## src/rtl/spmf_consts.vh

```
// Constants for the serial mode and error flag block
// Assumes inclusion by bare name from the rtl folder
`ifndef SPMF_CONSTS_VH
`define SPMF_CONSTS_VH
`define SPMF_ADDR_CTRL 4'h0
`define SPMF_ADDR_VIEW 4'h1
`define SPMF_ADDR_STAT 4'h2
`define SPMF_ADDR_MASK 4'h3
`define SPMF_ADDR_CFG 4'h4
`define SPMF_BIT_MODE_HI 7
`define SPMF_BIT_MODE_LO 6
`define SPMF_BIT_FE 7
`define SPMF_BIT_OV 6
`define SPMF_BIT_MP 5
`define SPMF_RST_CTRL 3'h0
`define SPMF_MODE0 2'h0
`define SPMF_MODE1 2'h1
`define SPMF_MODE2 2'h2
`define SPMF_MODE3 2'h3
`define SPMF_DIV_SLOW 4'hc
`define SPMF_DIV_FAST 4'h4
`endif

```

## src/rtl/spmf_divider.v

```verilog
// Mode 0 shift clock divider: one-cycle enable every N system clocks
// Assumes a single clock and synchronous active-high reset
`timescale 1ns/100ps
module spmf_divider (
   input wire clock,
   input wire rst,
   input wire run,
   input wire [3:0] divide_by,
   output reg tick
);
   reg [3:0] count;
   always @(posedge clock) begin
      if (rst || !run) begin
         count <= 4'h0;
         tick <= 1'b0;
      end else if (count >= divide_by - 4'h1) begin
         count <= 4'h0;
         tick <= 1'b1;
      end else begin
         count <= count + 4'h1;
         tick <= 1'b0;
      end
   end
endmodule // spmf_divider

```

## src/rtl/spmf_serial_mode.v

```verilog
// Serial control mode select, multiprocessor filter and error flags
// Assumes shift logic reports events as one-cycle pulses on the system clock
//
// Implementation choices: strobed register access and the address map.
`timescale 1ns/100ps
`include "spmf_consts.vh"
//
// Contract
// - With view select 0, bits 7-6 choose one of four serial modes.
// - Frame error flag at bit 7 set by hardware, cleared by writing 0 at view 1.
// - Receive overrun flag at bit 6 set by hardware until software clears.
// - Bits 7-5 show controls at view 0, flags at view 1.
// - Mode 0 shift clock is 1/12 clock, or 1/4 with multiprocessor bit.
// - Mode 1 with multiprocessor bit sets receive flag only on stop bit 1.
// - Modes 2,3 with multiprocessor bit set receive flag only if ninth bit 1.
module spmf_serial_mode (
   input wire clock,
   input wire rst,
   input wire [3:0] addr,
   input wire [7:0] wdata,
   input wire wr,
   input wire rd,
   output reg [7:0] rdata,
   input wire frame_error_event,
   input wire overrun_event,
   input wire collision_event,
   input wire rx_done,
   input wire rx_stop_bit,
   input wire rx_ninth_bit,
   input wire shift_active,
   output reg [1:0] serial_mode_select,
   output reg multiproc_filter_enable,
   output reg receive_complete_flag,
   output reg shift_tick,
   output reg irq
);
   reg status_view_select;
   reg frame_error_flag;
   reg receive_overrun_flag;
   reg transmit_collision_flag;
   reg [3:0] irq_status;
   reg [3:0] irq_mask;
   reg rx_accept;
   reg [3:0] div_sel;
   reg [7:0] next_rdata;
   wire tick;
   wire wr_ctrl;
   wire [3:0] events;
   wire clear_window;

   // Register write decode, shared by every register
   function wr_hit;
      input wr_in;
      input [3:0] addr_in;
      input [3:0] target;
      begin
         wr_hit = wr_in && (addr_in == target);
      end
   endfunction

   // Sticky flag update: the hardware set wins over a software clear
   function sticky_next;
      input current;
      input set_evt;
      input clear_req;
      begin
         if (set_evt)
            sticky_next = 1'b1;
         else if (clear_req)
            sticky_next = 1'b0;
         else
            sticky_next = current;
      end
   endfunction

   assign wr_ctrl = wr_hit(wr, addr, `SPMF_ADDR_CTRL);
   assign clear_window = wr_ctrl && status_view_select;

   // Receive completion filter
   always @* begin
      case (serial_mode_select)
         `SPMF_MODE1: rx_accept = !multiproc_filter_enable || rx_stop_bit;
         `SPMF_MODE2, `SPMF_MODE3: rx_accept = !multiproc_filter_enable || rx_ninth_bit;
         default: rx_accept = 1'b1;
      endcase
   end

   // Mode 0 divide choice
   always @* begin
      if (multiproc_filter_enable)
         div_sel = `SPMF_DIV_FAST;
      else
         div_sel = `SPMF_DIV_SLOW;
   end

   spmf_divider u_div (
      .clock(clock),
      .rst(rst),
      .run(shift_active && (serial_mode_select == `SPMF_MODE0)),
      .divide_by(div_sel),
      .tick(tick)
   );

   assign events = {rx_done && rx_accept, collision_event, overrun_event, frame_error_event};

   // Control and status views
   always @(posedge clock) begin
      if (rst) begin
         serial_mode_select <= 2'h0;
         multiproc_filter_enable <= 1'b0;
         status_view_select <= 1'b0;
         frame_error_flag <= 1'b0;
         receive_overrun_flag <= 1'b0;
         transmit_collision_flag <= 1'b0;
         receive_complete_flag <= 1'b0;
      end else begin
         if (wr_ctrl && !status_view_select) begin
            serial_mode_select <= wdata[`SPMF_BIT_MODE_HI:`SPMF_BIT_MODE_LO];
            multiproc_filter_enable <= wdata[`SPMF_BIT_MP];
         end
         if (wr_hit(wr, addr, `SPMF_ADDR_VIEW))
            status_view_select <= wdata[0];
         frame_error_flag <= sticky_next(frame_error_flag, frame_error_event,
            clear_window && !wdata[`SPMF_BIT_FE]);
         receive_overrun_flag <= sticky_next(receive_overrun_flag, overrun_event,
            clear_window && !wdata[`SPMF_BIT_OV]);
         transmit_collision_flag <= sticky_next(transmit_collision_flag, collision_event,
            clear_window && !wdata[`SPMF_BIT_MP]);
         receive_complete_flag <= sticky_next(receive_complete_flag, rx_done && rx_accept,
            wr_hit(wr, addr, `SPMF_ADDR_CFG) && !wdata[0]);
      end
   end

   // Interrupt status, mask and output
   always @(posedge clock) begin
      if (rst) begin
         irq_status <= 4'h0;
         irq_mask <= 4'h0;
         irq <= 1'b0;
         shift_tick <= 1'b0;
      end else begin
         if (wr_hit(wr, addr, `SPMF_ADDR_STAT))
            irq_status <= (irq_status & ~wdata[3:0]) | events;
         else
            irq_status <= irq_status | events;
         if (wr_hit(wr, addr, `SPMF_ADDR_MASK))
            irq_mask <= wdata[3:0];
         irq <= |(irq_status & irq_mask);
         shift_tick <= tick;
      end
   end

   // Read mux
   always @* begin
      next_rdata = 8'h00;
      case (addr)
         `SPMF_ADDR_CTRL: begin
            if (status_view_select)
               next_rdata = {frame_error_flag, receive_overrun_flag, transmit_collision_flag, 5'h00};
            else
               next_rdata = {serial_mode_select, multiproc_filter_enable, 5'h00};
         end
         `SPMF_ADDR_VIEW: next_rdata = {7'h00, status_view_select};
         `SPMF_ADDR_STAT: next_rdata = {4'h0, irq_status};
         `SPMF_ADDR_MASK: next_rdata = {4'h0, irq_mask};
         `SPMF_ADDR_CFG: next_rdata = {7'h00, receive_complete_flag};
         default: next_rdata = 8'h00;
      endcase
   end

   always @(posedge clock) begin
      if (rst)
         rdata <= 8'h00;
      else if (rd)
         rdata <= next_rdata;
      else
         rdata <= 8'h00;
   end
endmodule // spmf_serial_mode

```

## config.mk

```make
export PLATFORM = sky130hd
export DESIGN_NAME = spmf_serial_mode
export DESIGN_NICKNAME = d
export VERILOG_FILES = /design/src/rtl/spmf_divider.v /design/src/rtl/spmf_serial_mode.v
export VERILOG_INCLUDE_DIRS = /design/src /design/src/rtl
export SDC_FILE = /design/constraint.sdc
export NUM_CORES = 1
export LEC_CHECK = 0
export ABC_AREA = 1
export BUFFER_PORTS_ARGS = -buffer_cell sky130_fd_sc_hd__buf_4
export CORE_ASPECT_RATIO = 2
export CORE_UTILIZATION = 45
export DETAILED_ROUTE_END_ITERATION = 6
export PLACE_DENSITY = 0.71
export SYNTH_ARGS = -nofsm -noshare
export SYNTH_HDL_FRONTEND = slang
export SYNTH_SLANG_ARGS = --single-unit
```

## constraint.sdc

```tcl
create_clock -name clock -period 1.2 [get_ports clock]
set_input_delay 0.36 -clock clock [delete_from_list [all_inputs] [get_ports clock]]
set_output_delay 0.36 -clock clock [all_outputs]
set_load 0.1 [all_outputs]
```

# Word-level counts from Yosys, hierarchy flattened
# Index checks and enable logic that the tools add are counted.
[totals] regBits=31 wordCells=77 out_inout_bits=14 inputBits=23
[op_classes] n_lt_le_gt_ge=1 muxes=14 add_sub_neg=2 reduce_logical=33 bitwise_logic=6 n_eq_ne=7
[ops] operator="$pmux 8 s5" count=1
[ops] operator="$logic_and 1x1->1" count=13
[ops] operator="$mux 1" count=9
[ops] operator="$and 4x4->4" count=2
[ops] operator="$eq 4x2->1 const B" count=2
[ops] operator="$mux 4" count=2
[ops] operator="$mux 8" count=1
[ops] operator="$or 4x4->4" count=2
[ops] operator="$reduce_bool 2->1" count=4
[ops] operator="$logic_not 1->1" count=7
[ops] operator="$reduce_or 2->1" count=3
[ops] operator="$add 4x1->4 const B" count=1
[ops] operator="$eq 2x2->1 const B" count=2
[ops] operator="$eq 4x1->1 const B" count=1
[ops] operator="$eq 4x3->1 const B" count=1
[ops] operator="$ge 4x4->1" count=1
[ops] operator="$logic_not 4->1" count=1
[ops] operator="$not 4->4" count=1
[ops] operator="$reduce_or 4->1" count=1
[ops] operator="$sub 4x1->4 const B" count=1
[ops] operator="$logic_or 1x1->1" count=3
[ops] operator="$eq 2x1->1 const B" count=1
[ops] operator="$logic_not 2->1" count=1
[ops] operator="$pmux 1 s2" count=1
[ops] operator="$not 1->1" count=1

# Longest topological paths before layout
[depth] depth_word=6 ltp_mapped=7 ltp_nobuf=7

# Cells and area by module
# A second synthesis with hierarchy kept.
[unflattened] cells_unflattened=193 hier_area_um2=1402.6
[by_module_without_submodules] module="spmf_serial_mode" area_per_inst_um2=1071.0 instances=1 seq_area_each_um2=500.5 cells_each=151
[by_module_without_submodules] module="spmf_divider" area_per_inst_um2=331.6 instances=1 seq_area_each_um2=100.1 cells_each=42

# Worst setup path before layout
# Ideal clock, no wire load.
[synth_path] path_type="reg-to-reg" start="register multiproc_filter_enable" end="register u_div.count[0]" stages_incl_launch_ff=5 setup_time_ns=0.065 slack_ns=-0.567 t_required_ns=1.135 synth_period_minus_slack_ns=1.767 t_arrival_ns=1.702 path_buffers=0 path_cell_list="dfxtp_1 > ha_1 > a21oi_1 > nand2_1 > nor2_1"
[synth_between] elab_chain_len=4
[synth_rtl] item="start: declaration" line_no="spmf_serial_mode.v:32" source="output reg multiproc_filter_enable,"
[synth_rtl] item="start signal: assignment" line_no="spmf_serial_mode.v:119" source="multiproc_filter_enable <= wdata[`SPMF_BIT_MP];"
[synth_rtl] item="$mux 4" line_no="spmf_serial_mode.v:90" source="if (multiproc_filter_enable)"
[synth_rtl] item="$sub 4x1->4" line_no="spmf_divider.v:16" source="end else if (count >= divide_by - 4'h1) begin"
[synth_rtl] item="$ge 4x4->1" line_no="spmf_divider.v:16"
[synth_rtl] item="$reduce_or 2->1 (no source line)"
[synth_rtl] item="end signal: assignment" line_no="spmf_divider.v:20" source="count <= count + 4'h1;"
[synth_rtl] item="end: declaration" line_no="spmf_divider.v:11" source="reg [3:0] count;"
# Every way passes these cells.
# A chain may end at the register's enable or synchronous reset.

# Worst setup path after layout
[layout_path] start="register u_div.count[0]" end="register u_div.count[0]"
[layout_between] elab_chain_len=2 word_cells_on_any_way=3 classes_between="add/sub (1); order compare (1); reduce/logical (1)"
[layout_rtl] item="$ge 4x4->1" line_no="spmf_divider.v:16"
[layout_rtl] item="$reduce_or 2->1 (no source line)"
# Several ways; a longest one is shown, not always the timed one.

==> impl_metrics.yaml <==
die:
  start_util: 0.4788
  fp.dieW_um: 39.21
  rows: 26
  die_h_um: 76.42
  core_mm2: 0.002603
  die-area_mm2: 0.002996
  io_pins: 37
synth:
  synth_fp_nets: 193
  synth_warnings: 0
  ys.flop_type: "dfxtp_1"
  synthMostInstantiatedCell: "nand2_1"
  syn_inst: 168
  syn_area_per_cell_um2: 7.418
  synth_area_mm2: 0.001246
  yosysTopAreaCell: "dfxtp_1"
  synthTopCellsByCount: "nand2_1, dfxtp_1, a21oi_1, inv_1, nor2_1"
  ys_async_sr_fraction: 0
  yosys_register_bits: 30
  ys_seq_area_frac: 0.4819
  synth_edf_count: 0
  synth_cell_types: 24
  synth.top_cell.area_share: 0.4819
  synthTopCellsByArea: "dfxtp_1, nand2_1, a21oi_1, inv_1, nor2_1"
placed_design:
  place_congestion: 0.7335
  port_buffers: 34
  dp_hpwl_um: 2372
  dpl_cell_area_mm2: 0.001618
layout:
  postLayoutCellArea_mm2: 0.001851
  drive_gt1_frac: 0.3733
  nets: 241
  antenna_cells: 0
  syn_to_final_growth_pct: 48.49
  fin_util: 0.7111
pwr:
  combPwrFrac: 0.124
  seqPwrFrac: 0.482
  power_switching_w: 0.0005713
  powerDensity_mw_per_mm2: 1170
  leakagePower_nw: 0.7948
  p_sw_frac: 0.2638
  clkPwrFrac: 0.394
  p_int_w: 0.001594
  vdd_ir_drop_max_uv: 780.3
  power_w: 0.002165
timing:
  slew_violations: 0
  rsz0062_at_grt: "yes"
  clock-skew-final_ns: 0.002785
  fin_setup_tns_ns: -0.001676
  setup_viol: 2
  period_share: 1.001
  setup_ws_ns: -0.001162
  finalHoldViolations: 0
  fmax_mhz: 832.5
  min_period_ns: 1.201
  whs_ns: 0.3307
worst_setup_path:
  crit_type: "reg -> reg"
  startpoint_type: "register"
  end_kind: "register"
  cp.required_ns: 1.42
  cp_max_fo: 4
  critPathArrivalTime_ns: 1.42
clock_network:
  root_buffer: "clkbuf_8"
  cts_max_level: 2
  cts_tree: "yes"
  clkSlewWorstSetupHoldPaths_ns: 0.06
  clock_sinks: 30
  cts_buffer_depth: 2
  cts_buffers: 5
  clk_latency_ns: 0.28
routing:
  wl_um: 3168
  firstDrtPassIters: 6
  detail_route.vias_per_cell: 5.041
  drc_errors: 0
  postRouteAntennaNets: 0
  wl_per_cell_um: 12.93
  vias: 1235
  drt_iter0_markers: 36
outcome:
  status: "finished with violations"
  violations: "setup timing"
global_route:
  grt_pass1_vias: 1202
  track_usage: 0.2339
  grt.overflow.total: 0
  grt_max_degree: 15
  antenna_found_initial: 0
  grt_pass1_wl_um: 4961
run:
  maxCapViolCount: 0
min_path:
  min_path_type: "in -> reg"
-- cell type report --
type / count / area, um2
clock buffers: 6 / 82.58
clock inverters: 2 / 12.51
fillers: 219 / 752.0
inverters: 21 / 80.08
multi-input cells: 114 / 574.3
flip-flops and latches: 30 / 629.4
well taps: 28 / 35.03
repair buffers: 44 / 436.7
-- state kept, by name, summed over array words and instances (netlist names) --
signal                   flops
irq                          1
irq_mask                     4
u_div.count                  4
rdata                        7
receive_overrun_flag         1
frame_error_flag             1
receive_complete_flag        1
multiproc_filter_enable      1
serial_mode_select           2
status_view_select           1
u_div.tick                   1
shift_tick                   1
irq_status                   4
transmit_collision_flag      1
-- per-layer routing --
metal	routed length, um	GRT usage	share of wire
met5	0	0	0
met4	54	0.07586	0.017
met3	131	0.06414	0.041
met2	1882	0.4367	0.59
met1	1100	0.2204	0.35
-- critical path: stages, from the launching register on --
cell and delay [ns]:
dfxtp_2 0.33, ha_2 0.18, or2_1 0.26, a21oi_2 0.18, nand2_2 0.10, nor2_1 0.09
-- cells by family after synthesis --
| logic type | synth area share |
|---|---|
| AOI/OAI and AO/OA | 0.1185 |
| buffers and inverters | 0.07630 |
| adders and majority gates | 0.02008 |
| xor gates and xnor gates | 0.007029 |
| and+or+nand+nor | 0.2932 |
| DFF | 0.4819 |
| other | 0.003009 |
-- final timing paths --
path	slack, ns	end	from	depth (start not counted)
max	-0.001	u_div.count[0]$_SDFF_PP0_	u_div.count[0]$_SDFF_PP0_	5
min	0.33	serial_mode_select[1]$_SDFFE_PP0P_	wdata[7]	3
max reg2reg	-0.001	u_div.count[0]$_SDFF_PP0_	u_div.count[0]$_SDFF_PP0_	5
min reg2reg	0.40	shift_tick$_SDFF_PP0_	u_div.tick$_SDFF_PP0_	2
-- metrics by stage --
step | setup slack (ns) | std cells
final | -0.001162 | 245
after global routing | -0.06577 | 245
after CTS | -0.03775 | 243
after detailed placement | -0.06853 | 235
after global placement | -0.03805 | 235
after floorplan | 0.001224 | 168
-- layout by cell type (no fill, tap or decap), types with 2 or more instances in the layout --
cell type,synthesis,routed
nor2_2,2,3
buf_8,0,6
nor2_1,19,18
or2_1,2,2
nor2_4,2,2
nand2_1,40,39
clkinv_2,1,2
nand2_2,1,2
buf_6,0,3
inv_1,19,19
dfxtp_2,0,11
o21ai_1,3,3
nand4_1,3,3
buf_12,0,4
nand3_1,11,11
a21oi_1,20,19
clkbuf_8,0,6
o21ai_0,3,3
buf_4,1,31
dfxtp_4,0,4
dfxtp_1,30,15
-- timing repair --
item                       4_1_cts  5_1_grt
gates resized for setup         23       11
buffers inserted                 0        2
pin swaps                        0        4
hold buffers                     0        0
setup endpoints to repair       17       15
hold endpoints to repair         0        0
-- power groups by stage --
stage          Combinational, W  Sequential, W  Clock [W]
2_1_floorplan         0.0000956        0.00110          0
3_3_place_gp           0.000242        0.00106          0
3_5_place_dp           0.000247        0.00106          0
4_1_cts                0.000261        0.00104   0.000870
5_1_grt                0.000287        0.00105   0.000903
6_report               0.000268        0.00104   0.000854
(Power assumes the default switching activity.)
